### src/logic/irq_status_map.vh
// register offsets, field positions, reset values and vector table for the interrupt block
// assumes byte-wide registers placed one per aligned wishbone word
`ifndef IRQ_STATUS_MAP_VH
`define IRQ_STATUS_MAP_VH
`define GLOBAL_IE_IDX 8'h20
`define ENDPOINT_IE_IDX 8'h21
`define STATUS_CTRL_IDX 8'hff
`define CPU_CTRL_IDX 8'h80
`define STAT_RUN 0
`define STAT_RSVD 1
`define STAT_GIE 2
`define STAT_SUSPEND 3
`define STAT_SUPPLY 4
`define STAT_BUS_EVENT 5
`define STAT_WATCHDOG 6
`define STAT_PENDING 7
`define STATUS_POR_VAL 8'h11
`define ENDPOINT_IE_MASK 8'h07
`define NUM_SOURCES 11
`define RESET_VECTOR 16'h0000
`define VECTOR_BASE 16'h0002
`define WAKE_DELAY_CYCLES 4'h8
`endif

### src/logic/irq_status_ctrl.v
// interrupt controller with processor status and control register
// assumes: wishbone classic slave on clk_i; event and instruction strobes are
// one-cycle pulses from logic on the same clock; rst_b_i is the low-supply reset
//
// Summary of operation
// [RULE1] stop instruction clears run bit 0; halt holds until a reset; the code also restarts on a status write with bit 0 set
// [RULE2] software writes zero into reserved status bit 1
// [RULE3] status bit 2 reads global enable; writes to it do nothing
// [RULE4] writing 1 to bit 3 suspends; enabled pending irq or bus activity wakes
// [RULE5] suspend requested with wake condition present still enters then wakes
// [RULE6] power-on reset sets supply reset flag bit 4
// [RULE7] bit 5 set by lasting bus event even if disabled; firmware clears
// [RULE8] bit 6 set by a watchdog-initiated reset
// [RULE9] bit 7 shows a pending request; acknowledge clears it
// [RULE10] power-up or low-supply reset loads status 00010001
// [RULE11] watchdog reset loads 01xx0001, keeping bits 5 and 4
// [RULE12] global enable bits 7..0 gate wake, port, capb, capa, serial, timers, bus
// [RULE13] endpoint enable bits 2..0 gate endpoints 2, 1, 0
// [RULE14] any reset clears both enable registers and global enable
// [RULE15] each source has a pending flop held until serviced or reset
// [RULE16] only enabled pending sources request; highest taken at instruction end
// [RULE17] acknowledge clears global enable, then pending bit, then calls vector
// [RULE18] acknowledge call pushes program counter, carry and zero flags
// [RULE19] return from service restores pc and flags and sets global enable
// [RULE20] mask and unmask instructions change only global enable
// [RULE21] priority runs vector 1 at 0x0002 down to vector 11 at 0x0016
// [RULE22] execution starts at 0x0000 after reset; vectors are two bytes apart
`include "irq_status_map.vh"
module irq_status_ctrl (
	input wire clk_i,
	input wire rst_b_i,
	input wire watchdog_reset_event_i,
	input wire wb_cyc_i,
	input wire wb_stb_i,
	input wire wb_we_i,
	input wire [9:0] wb_adr_i,
	input wire [3:0] wb_sel_i,
	input wire [31:0] wb_dat_i,
	output reg [31:0] wb_dat_o,
	output reg wb_ack_o,
	input wire [10:0] source_event_i,
	input wire bus_event_lasting_i,
	input wire bus_activity_i,
	input wire instr_end_i,
	input wire stop_instruction_i,
	input wire mask_all_instruction_i,
	input wire unmask_all_instruction_i,
	input wire return_from_service_instruction_i,
	input wire [15:0] return_pc_i,
	input wire return_carry_flag_i,
	input wire return_zero_flag_i,
	input wire [15:0] pc_i,
	input wire carry_flag_i,
	input wire zero_flag_i,
	output reg ack_call_o,
	output reg [15:0] vector_addr_o,
	output reg [17:0] stack_push_data_o,
	output reg restore_o,
	output reg [17:0] restore_data_o,
	output reg cpu_run_o,
	output reg suspend_o,
	output reg wake_start_o,
	output reg [10:0] pending_o
);

////////////////////////////////////////////////////////////////////////////////
// bus decode
// a request is taken while ack is low; a write lands at the edge that sees ack high
wire wb_req = wb_cyc_i & wb_stb_i & ~wb_ack_o;
wire wb_wr = wb_cyc_i & wb_stb_i & wb_ack_o & wb_we_i & wb_sel_i[0];
wire [7:0] wb_idx = wb_adr_i[9:2];
wire wr_gie = wb_wr & (wb_idx == `GLOBAL_IE_IDX);
wire wr_epie = wb_wr & (wb_idx == `ENDPOINT_IE_IDX);
wire wr_stat = wb_wr & (wb_idx == `STATUS_CTRL_IDX);
wire wr_cpu = wb_wr & (wb_idx == `CPU_CTRL_IDX);

////////////////////////////////////////////////////////////////////////////////
// state
reg [7:0] global_ie_r;
reg [7:0] endpoint_ie_r;
reg cpu_gie_r;
reg run_r;
reg supply_flag_r;
reg bus_flag_r;
reg wdog_flag_r;
reg [10:0] pend_r;
reg suspend_r;
reg [3:0] wake_cnt_r;
reg waking_r;
reg wdog_seen_r;
reg bus_act_meta_r;
reg bus_act_sync_r;

// per-source enable, vector order 1..11
wire [10:0] src_en;
assign src_en[0] = global_ie_r[0]; // RULE12
assign src_en[1] = global_ie_r[1]; // RULE12
assign src_en[2] = global_ie_r[2]; // RULE12
assign src_en[3] = endpoint_ie_r[0]; // RULE13
assign src_en[4] = endpoint_ie_r[1]; // RULE13
assign src_en[5] = endpoint_ie_r[2]; // RULE13
assign src_en[6] = global_ie_r[3]; // RULE12
assign src_en[7] = global_ie_r[4]; // RULE12
assign src_en[8] = global_ie_r[5]; // RULE12
assign src_en[9] = global_ie_r[6]; // RULE12
assign src_en[10] = global_ie_r[7]; // RULE12
wire [10:0] req = pend_r & src_en; // RULE16

// highest priority is lowest index
reg [3:0] sel_idx;
reg sel_valid;
integer k;
always @* begin
	sel_idx = 4'h0;
	sel_valid = 1'b0;
	for (k = `NUM_SOURCES - 1; k >= 0; k = k - 1) begin
		if (req[k]) begin
			sel_idx = k[3:0]; // RULE21
			sel_valid = 1'b1;
		end
	end
end

wire take_irq = sel_valid & cpu_gie_r & instr_end_i & run_r & ~suspend_r; // RULE16
wire wake_cond = (|req) | bus_act_sync_r; // RULE4
wire [7:0] status_rd;
assign status_rd[`STAT_RUN] = run_r;
assign status_rd[`STAT_RSVD] = 1'b0;
assign status_rd[`STAT_GIE] = cpu_gie_r; // RULE3
assign status_rd[`STAT_SUSPEND] = suspend_r;
assign status_rd[`STAT_SUPPLY] = supply_flag_r;
assign status_rd[`STAT_BUS_EVENT] = bus_flag_r;
assign status_rd[`STAT_WATCHDOG] = wdog_flag_r;
assign status_rd[`STAT_PENDING] = |pend_r; // RULE9

////////////////////////////////////////////////////////////////////////////////
// two-flop synchroniser for the bus activity pin
always @(posedge clk_i) begin
	if (!rst_b_i) begin
		bus_act_meta_r <= 1'b0;
		bus_act_sync_r <= 1'b0;
	end else begin
		bus_act_meta_r <= bus_activity_i;
		bus_act_sync_r <= bus_act_meta_r;
	end
end

////////////////////////////////////////////////////////////////////////////////
// pending flops, set wins over acknowledge clear
genvar g;
generate
	for (g = 0; g < `NUM_SOURCES; g = g + 1) begin : pend_gen
		always @(posedge clk_i) begin
			if (!rst_b_i || watchdog_reset_event_i) begin
				pend_r[g] <= 1'b0; // RULE15
			end else if (source_event_i[g]) begin
				pend_r[g] <= 1'b1; // RULE15
			end else if (take_irq && sel_idx == g) begin
				pend_r[g] <= 1'b0; // RULE17
			end
		end
	end
endgenerate

////////////////////////////////////////////////////////////////////////////////
// interrupt enable registers
always @(posedge clk_i) begin
	if (!rst_b_i || watchdog_reset_event_i) begin
		global_ie_r <= 8'h00; // RULE14
	end else if (wr_gie) begin
		global_ie_r <= wb_dat_i[7:0]; // RULE12
	end
end

always @(posedge clk_i) begin
	if (!rst_b_i || watchdog_reset_event_i) begin
		endpoint_ie_r <= 8'h00; // RULE14
	end else if (wr_epie) begin
		endpoint_ie_r <= wb_dat_i[7:0] & `ENDPOINT_IE_MASK; // RULE13
	end
end

////////////////////////////////////////////////////////////////////////////////
// cpu global enable: acknowledge and mask win over unmask and return
always @(posedge clk_i) begin
	if (!rst_b_i || watchdog_reset_event_i) begin
		cpu_gie_r <= 1'b0; // RULE14
	end else if (take_irq || mask_all_instruction_i) begin
		cpu_gie_r <= 1'b0; // RULE17 RULE20
	end else if (unmask_all_instruction_i || return_from_service_instruction_i) begin
		cpu_gie_r <= 1'b1; // RULE19 RULE20
	end
end

////////////////////////////////////////////////////////////////////////////////
// status register bits
always @(posedge clk_i) begin
	if (!rst_b_i || watchdog_reset_event_i) begin
		run_r <= 1'b1; // RULE10 RULE11
	end else if (stop_instruction_i) begin
		run_r <= 1'b0; // RULE1
	end else if (wr_stat) begin
		run_r <= wb_dat_i[`STAT_RUN];
	end
end

// supply flag survives a watchdog reset
always @(posedge clk_i) begin
	if (!rst_b_i) begin
		supply_flag_r <= 1'b1; // RULE6 RULE10
	end else if (watchdog_reset_event_i) begin
		supply_flag_r <= supply_flag_r; // RULE11
	end else if (wr_stat) begin
		supply_flag_r <= wb_dat_i[`STAT_SUPPLY];
	end
end

// bus event flag: a lasting event wins over a firmware write
always @(posedge clk_i) begin
	if (!rst_b_i) begin
		bus_flag_r <= 1'b0; // RULE10
	end else if (watchdog_reset_event_i) begin
		bus_flag_r <= bus_flag_r; // RULE11
	end else if (bus_event_lasting_i) begin
		bus_flag_r <= 1'b1; // RULE7
	end else if (wr_stat) begin
		bus_flag_r <= wb_dat_i[`STAT_BUS_EVENT]; // RULE7
	end
end

always @(posedge clk_i) begin
	if (!rst_b_i) begin
		wdog_flag_r <= 1'b0; // RULE10
	end else if (watchdog_reset_event_i) begin
		wdog_flag_r <= 1'b1; // RULE8 RULE11
	end else if (wr_stat) begin
		wdog_flag_r <= wb_dat_i[`STAT_WATCHDOG];
	end
end

////////////////////////////////////////////////////////////////////////////////
// suspend: entered even if a wake condition is already present
wire wake_done = waking_r && (wake_cnt_r == `WAKE_DELAY_CYCLES);
wire suspend_req = wr_stat && wb_dat_i[`STAT_SUSPEND];

always @(posedge clk_i) begin
	if (!rst_b_i || watchdog_reset_event_i) begin
		suspend_r <= 1'b0;
	end else if (suspend_req) begin
		suspend_r <= 1'b1; // RULE4 RULE5
	end else if (suspend_r && wake_done) begin
		suspend_r <= 1'b0; // RULE5
	end
end

// wake condition is latched once, then the clock start-up delay runs
always @(posedge clk_i) begin
	if (!rst_b_i || watchdog_reset_event_i) begin
		waking_r <= 1'b0;
	end else if (suspend_req) begin
		waking_r <= 1'b0;
	end else if (suspend_r && wake_done) begin
		waking_r <= 1'b0;
	end else if (suspend_r && wake_cond) begin
		waking_r <= 1'b1; // RULE4 RULE5
	end
end

always @(posedge clk_i) begin
	if (!rst_b_i || watchdog_reset_event_i) begin
		wake_cnt_r <= 4'h0;
	end else if (suspend_req) begin
		wake_cnt_r <= 4'h0;
	end else if (suspend_r && waking_r && !wake_done) begin
		wake_cnt_r <= wake_cnt_r + 4'h1;
	end
end

////////////////////////////////////////////////////////////////////////////////
// watchdog event registered one cycle for the cpu control read; bits 5 and 4 are kept via separate branches above
always @(posedge clk_i) begin
	if (!rst_b_i) begin
		wdog_seen_r <= 1'b0;
	end else begin
		wdog_seen_r <= watchdog_reset_event_i;
	end
end

////////////////////////////////////////////////////////////////////////////////
// acknowledge call and return to the core
always @(posedge clk_i) begin
	if (!rst_b_i || watchdog_reset_event_i) begin
		ack_call_o <= 1'b0;
	end else begin
		ack_call_o <= take_irq; // RULE17
	end
end

// vector and stacked state are only loaded by an acknowledge
always @(posedge clk_i) begin
	if (!rst_b_i || watchdog_reset_event_i) begin
		vector_addr_o <= `RESET_VECTOR; // RULE22
		stack_push_data_o <= 18'h0;
	end else if (take_irq) begin
		vector_addr_o <= `VECTOR_BASE + {11'h000, sel_idx, 1'b0}; // RULE21 RULE22
		stack_push_data_o <= {pc_i, carry_flag_i, zero_flag_i}; // RULE18
	end
end

always @(posedge clk_i) begin
	if (!rst_b_i || watchdog_reset_event_i) begin
		restore_o <= 1'b0;
	end else begin
		restore_o <= return_from_service_instruction_i; // RULE19
	end
end

always @(posedge clk_i) begin
	if (!rst_b_i || watchdog_reset_event_i) begin
		restore_data_o <= 18'h0;
	end else if (return_from_service_instruction_i) begin
		restore_data_o <= {return_pc_i, return_carry_flag_i, return_zero_flag_i}; // RULE19
	end
end

////////////////////////////////////////////////////////////////////////////////
// wishbone answer: ack one cycle after the request, read data with it
always @(posedge clk_i) begin
	if (!rst_b_i) begin
		wb_ack_o <= 1'b0;
	end else begin
		wb_ack_o <= wb_req;
	end
end

always @(posedge clk_i) begin
	if (!rst_b_i) begin
		wb_dat_o <= 32'h00000000;
	end else if (wb_req && !wb_we_i) begin
		case (wb_idx)
			`GLOBAL_IE_IDX: wb_dat_o <= {24'h000000, global_ie_r};
			`ENDPOINT_IE_IDX: wb_dat_o <= {24'h000000, endpoint_ie_r};
			`STATUS_CTRL_IDX: wb_dat_o <= {24'h000000, status_rd}; // RULE3 RULE9
			`CPU_CTRL_IDX: wb_dat_o <= {29'h0000000, wdog_seen_r, waking_r,
				suspend_r};
			default: wb_dat_o <= 32'h00000000;
		endcase
	end else begin
		wb_dat_o <= 32'h00000000;
	end
end

////////////////////////////////////////////////////////////////////////////////
// core-facing status outputs
always @(posedge clk_i) begin
	if (!rst_b_i) begin
		cpu_run_o <= 1'b0;
	end else begin
		cpu_run_o <= run_r & ~suspend_r; // RULE1 RULE4
	end
end

always @(posedge clk_i) begin
	if (!rst_b_i) begin
		suspend_o <= 1'b0;
	end else begin
		suspend_o <= suspend_r;
	end
end

always @(posedge clk_i) begin
	if (!rst_b_i) begin
		wake_start_o <= 1'b0;
	end else begin
		wake_start_o <= suspend_r & ~waking_r & wake_cond;
	end
end

always @(posedge clk_i) begin
	if (!rst_b_i) begin
		pending_o <= 11'h000;
	end else begin
		pending_o <= pend_r; // RULE15
	end
end

endmodule // irq_status_ctrl

### config.mk
export PLATFORM = sky130hd
export DESIGN_NAME = irq_status_ctrl
export DESIGN_NICKNAME = d
export VERILOG_FILES = /design/src/logic/irq_status_ctrl.v
export VERILOG_INCLUDE_DIRS = /design/src /design/src/logic
export SDC_FILE = /design/constraint.sdc
export NUM_CORES = 1
export LEC_CHECK = 0
export BUFFER_PORTS_ARGS = -buffer_cell sky130_fd_sc_hd__buf_4
export CAP_MARGIN = 5
export CORE_ASPECT_RATIO = 2
export CORE_MARGIN = 3
export CORE_UTILIZATION = 40
export CTS_CLUSTER_SIZE = 28
export DETAILED_ROUTE_END_ITERATION = 8
export PLACE_DENSITY = 0.75
export SLEW_MARGIN = 15
export SYNTH_ARGS = -nofsm -noshare
export SYNTH_HDL_FRONTEND = slang
export SYNTH_SLANG_ARGS = --single-unit
### constraint.sdc
create_clock -name clk_i -period 3.9 [get_ports clk_i]
set_clock_uncertainty 0.2 [all_clocks]
set_input_delay 0.195 -clock clk_i [delete_from_list [all_inputs] [get_ports clk_i]]
set_output_delay 0.195 -clock clk_i [all_outputs]
set_load 0.01 [all_outputs]
==> results.json, run 1 <==
{
  "p_seq_share_pct": 47.1,
  "numPlacedInstances": 724,
  "dieWidth_um": 79.2,
  "crit_path_start_kind": "flop",
  "yosys.area.top_type_share_pct": 47.7,
  "grt_max_degree": 47,
  "drcViolationCount": 0,
  "cts_tree": "yes",
  "synthTopCellsByCount": "dfxtp_1 (102), nand2_1 (48), nor2_1 (45), buf_4 (37), nand3_1 (34)",
  "synth_edf_count": 0,
  "fin_crit_sh_pct": 74.0,
  "hpwl_um": 8630,
  "p_leak_uw": 0.00269,
  "areaGrowthSynthToFinish_pct": 46.2,
  "syn-mean-instance-area_sq_um": 9.12,
  "switching_share_pct": 20.9,
  "crit_arrival_ps": 2900,
  "nets": 778,
  "firstDrtPassIters": 4,
  "ys_seq_elements": 102,
  "fill_cells": 905,
  "grt_pass1_vias": 4024,
  "synthSimpleGateAreaFrac_pct": 21.0,
  "final_max_slew_viol_count": 0,
  "fin_ws_ps": 1020,
  "setup_viol": 0,
  "end_kind": "flop",
  "synth_mux_area_share_pct": 6.37,
  "tightest_slew_ps": 1080,
  "clkSlewWorstSetupHoldPaths_ps": 70,
  "viasPerCell": 4.98,
  "yosys.cell_types.count": 56,
  "grt_pass1_wl_um": 19300,
  "rsz0062_at_grt": "false",
  "clk_latency_ps": 340,
  "path_class": "reg2reg",
  "start_util_pct": 41.7,
  "min_delay_path_depth": 2,
  "ant_nets": 0,
  "required_ps": 3920,
  "port_buffers": 142,
  "fin_cells": 804,
  "synth-compound-area-share_pct": 12.4,
  "drive_gt1_share_pct": 25.6,
  "cts_buffers": 9,
  "maxCapViolations": 0,
  "combPwrFrac_pct": 10.0,
  "cts_sinks": 102,
  "synth_flop_cell": "dfxtp_1",
  "p_clk_share_pct": 42.9,
  "core_sq_um": 10300,
  "post_cts_buffers": 0,
  "p_per_area_nw_per_um2": 365,
  "io_pins": 207,
  "pre_cts_slack_ps": 1380,
  "routed_wl_um": 12200,
  "tns_ps": 0,
  "root_buffer": "clkbuf_16",
  "worstRegToRegCells": 4,
  "synth_top_family_by_area": "simple AND/OR/NAND/NOR gates",
  "yosysWarnings": 0,
  "p_int_uw": 1810,
  "globalplace.congestion": 0.788,
  "synth_area_leaders": "dfxtp_1 (48%), buf_4 (6.5%), mux2i_1 (5.8%)",
  "chipHeight_um": 152,
  "yosys.area.top_type": "dfxtp_1",
  "outcome": "finished clean",
  "htreeDepth": 3,
  "antenna_found_initial": 0,
  "synthCells": 470,
  "n_antenna_cell": 0,
  "drt-initial-drc-count": 151,
  "worst_ir_drop_vdd_mv": 0.242,
  "synth_xor_area_share_pct": 0.818,
  "min_period_ps": 2880,
  "synth_most_common_cell": "dfxtp_1",
  "grt.overflow.total": 0,
  "fmax_mhz": 347,
  "synthArstFlopShare_pct": 0,
  "row_count": 52,
  "switchingPower_uw": 477,
  "finish.utilization_pct": 60.9,
  "hp-class": "in2reg",
  "synthAdderAreaFrac_pct": 1.75,
  "finalHoldViolations": 0,
  "ys_seq_area_share_pct": 47.7,
  "finalPower_uw": 2290,
  "cp_max_fo": 44,
  "wl_per_cell_um": 15.2,
  "track_usage_pct": 20.3,
  "relSlewSlack_pct": 27.9,
  "cts.path.max_buffers": 2,
  "vias": 4003,
  "syn_area_sq_um": 4280,
  "dieArea_sq_um": 12100
}
## stage by stage
stage | area, sq um | hold slack (ps)
floorplan | 4410 | 66.0
global placement | 5280 | 164
detailed placement | 5280 | 168
CTS | 6260 | 8.44
global route | 6260 | 37.6
finish | 6260 | 16.4
## power by group through the flow
stage	sequential [uW]	combinational (uW)	clock, uW
after CTS	1080	227	1000
after detailed placement	1100	173	0
final	1080	229	982
after global routing	1080	248	1040
after floorplan	1100	99.5	0
after global placement	1100	169	0
## path summary, 6_finish.rpt
kind	startpoint	to	slack [ps]
worst min register to register	bus_act_meta_r$_SDFF_PN0_	bus_act_sync_r$_SDFF_PN0_	230
worst min-delay path	rst_b_i	wdog_flag_r$_SDFFE_PN0P_	20
worst max register to register	suspend_r$_SDFFE_PP0P_	cpu_gie_r$_SDFFE_PP0P_	1020
worst max-delay path	suspend_r$_SDFFE_PP0P_	cpu_gie_r$_SDFFE_PP0P_	1020
## logic make-up (layout without fill, tap and decap cells)
logic type / count (synthesis) / after routing
and+or+nand+nor: 177 / 177
DFF: 102 / 102
AOI/OAI and AO/OA: 83 / 83
buffers and inverters: 70 / 235
muxes: 27 / 27
adders and majority gates: 6 / 6
xor gates and xnor gates: 4 / 4
other: 1 / 35
## repair_timing
item                                    4_1_cts  5_1_grt
endpoints found under the setup margin        0        0
gates resized for setup                       0        0
hold endpoints to repair                     67        0
hold buffers                                 66        0
## critical path: stages, from the launching register on
cell and delay (ps):
dfxtp_1 410, and4b_1 530, a21boi_4 920, nor4_2 90, dlygate4sd3_1 590
## routing by layer
metal	up-vias	wire [um]	global-route usage, %
li1	1937	-	-
met1	1862	4170	20.2
met2	166	6780	38.2
met3	38	661	3.20
met4	0	573	11.6
met5	-	0	0
## sequential cells by signal (all words and copies together), names as in the netlist, 3 cells and up
| register | flops |
|---|---|
| endpoint_ie_r | 3 |
| global_ie_r | 8 |
| restore_data_o | 18 |
| pend_r | 11 |
| pending_o | 11 |
| wake_cnt_r | 4 |
| vector_addr_o | 5 |
| wb_dat_o | 8 |
| stack_push_data_o | 18 |
## placed cells by master, fill, tap and decap left out, types with 3 or more instances in the layout
cell type,n
buf_4,143
dfxtp_1,102
dlygate4sd3_1,66
nand2_1,48
nor2_1,45
conb_1,35
nand3_1,34
a21oi_1,25
mux2i_1,25
o21ai_1,19
and2_1,16
inv_1,12
a22oi_1,11
o21ai_0,10
clkbuf_16,9
ha_1,6
nor3_1,5
nand4_1,3
xor2_1,3
nor4_1,3
bufinv_16,3
## layout make-up
cell class              count  area [sq um]  share of cell area [%]
multi-input cells         332          1950                    31.1
repair buffers            209          1730                    27.7
well taps                 135           169                    2.70
clock inverters             4          97.6                    1.56
inverters                  12          45.0                   0.719
flip-flops and latches    102          2040                    32.6
clock buffers              10           229                    3.66
Power figures use the tool's default switching activity.
==> inputs of run 2 (changes only) <==
- clock period: 3.9 -> 2.88 ns (I/O delays scaled with it)
==> results.json, run 2 (synthesis results as in run 1) <==
{
  "min_to": "wb_dat_o[3]$_SDFF_PN0_",
  "largest_registers": "restore_data_o x18, stack_push_data_o x18",
  "relSlewSlack_pct": 37.2,
  "areaGrowthSynthToFinish_pct": 46.7,
  "min_delay_path_depth": 4,
  "path_class": "reg2reg",
  "top_usage_layer": "met2",
  "nets": 787,
  "worstRegToRegCells": 6,
  "hp-class": "in2reg",
  "globalplace.congestion": 0.797,
  "dpl-instance-area_sq_um": 5310,
  "p_clk_share_pct": 37.9,
  "fmax_mhz": 378,
  "maxCapViolations": 0,
  "crit_arrival_ps": 2660,
  "layout_common_cells": "buf_4 (147), dfxtp_1 (102), dlygate4sd3_1 (71)",
  "hpwl_um": 8750,
  "rsz0062_at_grt": "false",
  "r2r_slack_ps": 240,
  "vias": 4024,
  "dieWidth_um": 79.2,
  "n_antenna_cell": 0,
  "worstReg2RegEnd": "cpu_gie_r$_SDFFE_PP0P_",
  "cts_sinks": 102,
  "hp-start": "wb_we_i",
  "grt.overflow.total": 0,
  "cts.path.max_buffers": 2,
  "dieArea_sq_um": 12100,
  "antenna_found_initial": 0,
  "grt_max_degree": 47,
  "ant_nets": 0,
  "row_count": 52,
  "core_sq_um": 10300,
  "track_usage_pct": 20.3,
  "drive_gt1_share_pct": 26.0,
  "finalHoldViolations": 1,
  "required_ps": 2900,
  "setup_viol": 0,
  "outcome": "finished with violations",
  "tns_ps": 0,
  "cts_buffers": 9,
  "worst_ir_drop_vdd_mv": 0.329,
  "p_seq_share_pct": 51.0,
  "p_leak_uw": 0.00271,
  "grt_pass1_wl_um": 19500,
  "fin_area_sq_um": 6280,
  "start_util_pct": 41.7,
  "grt_pass1_vias": 4162,
  "port_buffers": 142,
  "clk_latency_ps": 340,
  "tightest_slew_ps": 942,
  "mostFrequentLayoutCell": "buf_4",
  "min_period_ps": 2640,
  "firstDrtPassIters": 5,
  "rr_startpoint": "pend_r[7]$_SDFFE_PP0P_",
  "htreeDepth": 3,
  "root_buffer": "clkbuf_16",
  "routed_wl_um": 12200,
  "viasPerCell": 4.94,
  "p_int_uw": 2200,
  "crit_path_start_kind": "flop",
  "grt_util_met1_pct": 19.9,
  "post_cts_buffers": 0,
  "cts_tree": "yes",
  "cp_max_fo": 26,
  "fin_crit_sh_pct": 91.8,
  "chipHeight_um": 152,
  "end_kind": "flop",
  "switching_share_pct": 23.1,
  "p_per_area_nw_per_um2": 455,
  "clkSlewWorstSetupHoldPaths_ps": 70,
  "grtUsageMet3_pct": 3.02,
  "combPwrFrac_pct": 11.1,
  "drcViolationCount": 0,
  "whs_ps": -1.43,
  "grt_use_met2_pct": 38.7,
  "final_max_slew_viol_count": 0,
  "wl_per_cell_um": 15.0,
  "switchingPower_uw": 660,
  "drt-initial-drc-count": 157,
  "violations": "hold timing",
  "io_pins": 207
}
==> run 2: changes by cell type in the layout (fill, tap and decap cells not counted), sizes merged <==
cell / delta
dlygate4sd3: +5
clkinv: +4
buf: +4
bufinv: -3
clkinvlp: +1
==> run 2: repair_timing <==
item / 4_1_cts / 5_1_grt
gates resized for setup: 0 / 0
hold buffers: 71 / 0
hold endpoints to repair: 69 / 0
==> run 2: cell type report <==
cell class | count | area [sq um]
Timing Repair Buffer | 218 | 1810
Clock buffer | 10 | 229
Tap cell | 135 | 169
Sequential cell | 102 | 2040
Clock inverter | 6 | 38.8
Multi-Input combinational cell | 332 | 1950
Fill cell | 893 | 4000
Inverter | 12 | 45.0
==> run 2: power groups by stage <==
stage	registers, uW	clock network, uW	logic, uW
floorplan	1490	0	135
global placement	1490	0	230
detailed placement	1490	0	235
CTS	1460	1110	312
global route	1460	1170	341
finish	1460	1080	317
==> run 2: routing by layer <==
| metal | share of wire, % | vias up |
|---|---|---|
| met2 | 56 | 163 |
| li1 | - | 1957 |
| met1 | 34 | 1862 |
| met3 | 4.7 | 42 |
| met5 | 0 | - |
| met4 | 4.5 | 0 |
==> run 2: metrics by stage <==
step / total power [uW] / hold slack, ps / utilization [%] / std cells / setup slack, ps
floorplan: 1630 / 15.0 / - / 504 / 837
global placement: 1720 / 113 / 51.6 / 728 / 554
detailed placement: 1730 / 119 / 51.6 / 728 / 443
CTS: 2890 / 1.71 / 61.1 / 815 / 284
global route: 2970 / 24.0 / 61.1 / 815 / 89.3
finish: 2860 / -1.43 / 61.1 / 815 / 237
==> run 2: critical path, stage by stage, from the launching register on <==
cell and delay (ps):
dfxtp_1 430, a22oi_1 160, and4_1 280, a21boi_4 580
buf_4 230, nor4_2 40, dlygate4sd3_1 600
==> run 2: worst max-delay path by stage <==
| stage | start | cells past startpoint | end |
|---|---|---|---|
| 2_1_floorplan | global_ie_r[5]$_SDFFE_PP0P_ | 9 | pend_r[10]$_SDFFE_PP0P_ |
| 3_3_place_gp | pend_r[8]$_SDFFE_PP0P_ | 8 | pend_r[9]$_SDFFE_PP0P_ |
| 3_5_place_dp | pend_r[8]$_SDFFE_PP0P_ | 9 | pend_r[10]$_SDFFE_PP0P_ |
| 4_1_cts | pend_r[7]$_SDFFE_PP0P_ | 6 | cpu_gie_r$_SDFFE_PP0P_ |
| 5_1_grt | pend_r[5]$_SDFFE_PP0P_ | 6 | cpu_gie_r$_SDFFE_PP0P_ |
| 6_report | pend_r[7]$_SDFFE_PP0P_ | 6 | cpu_gie_r$_SDFFE_PP0P_ |
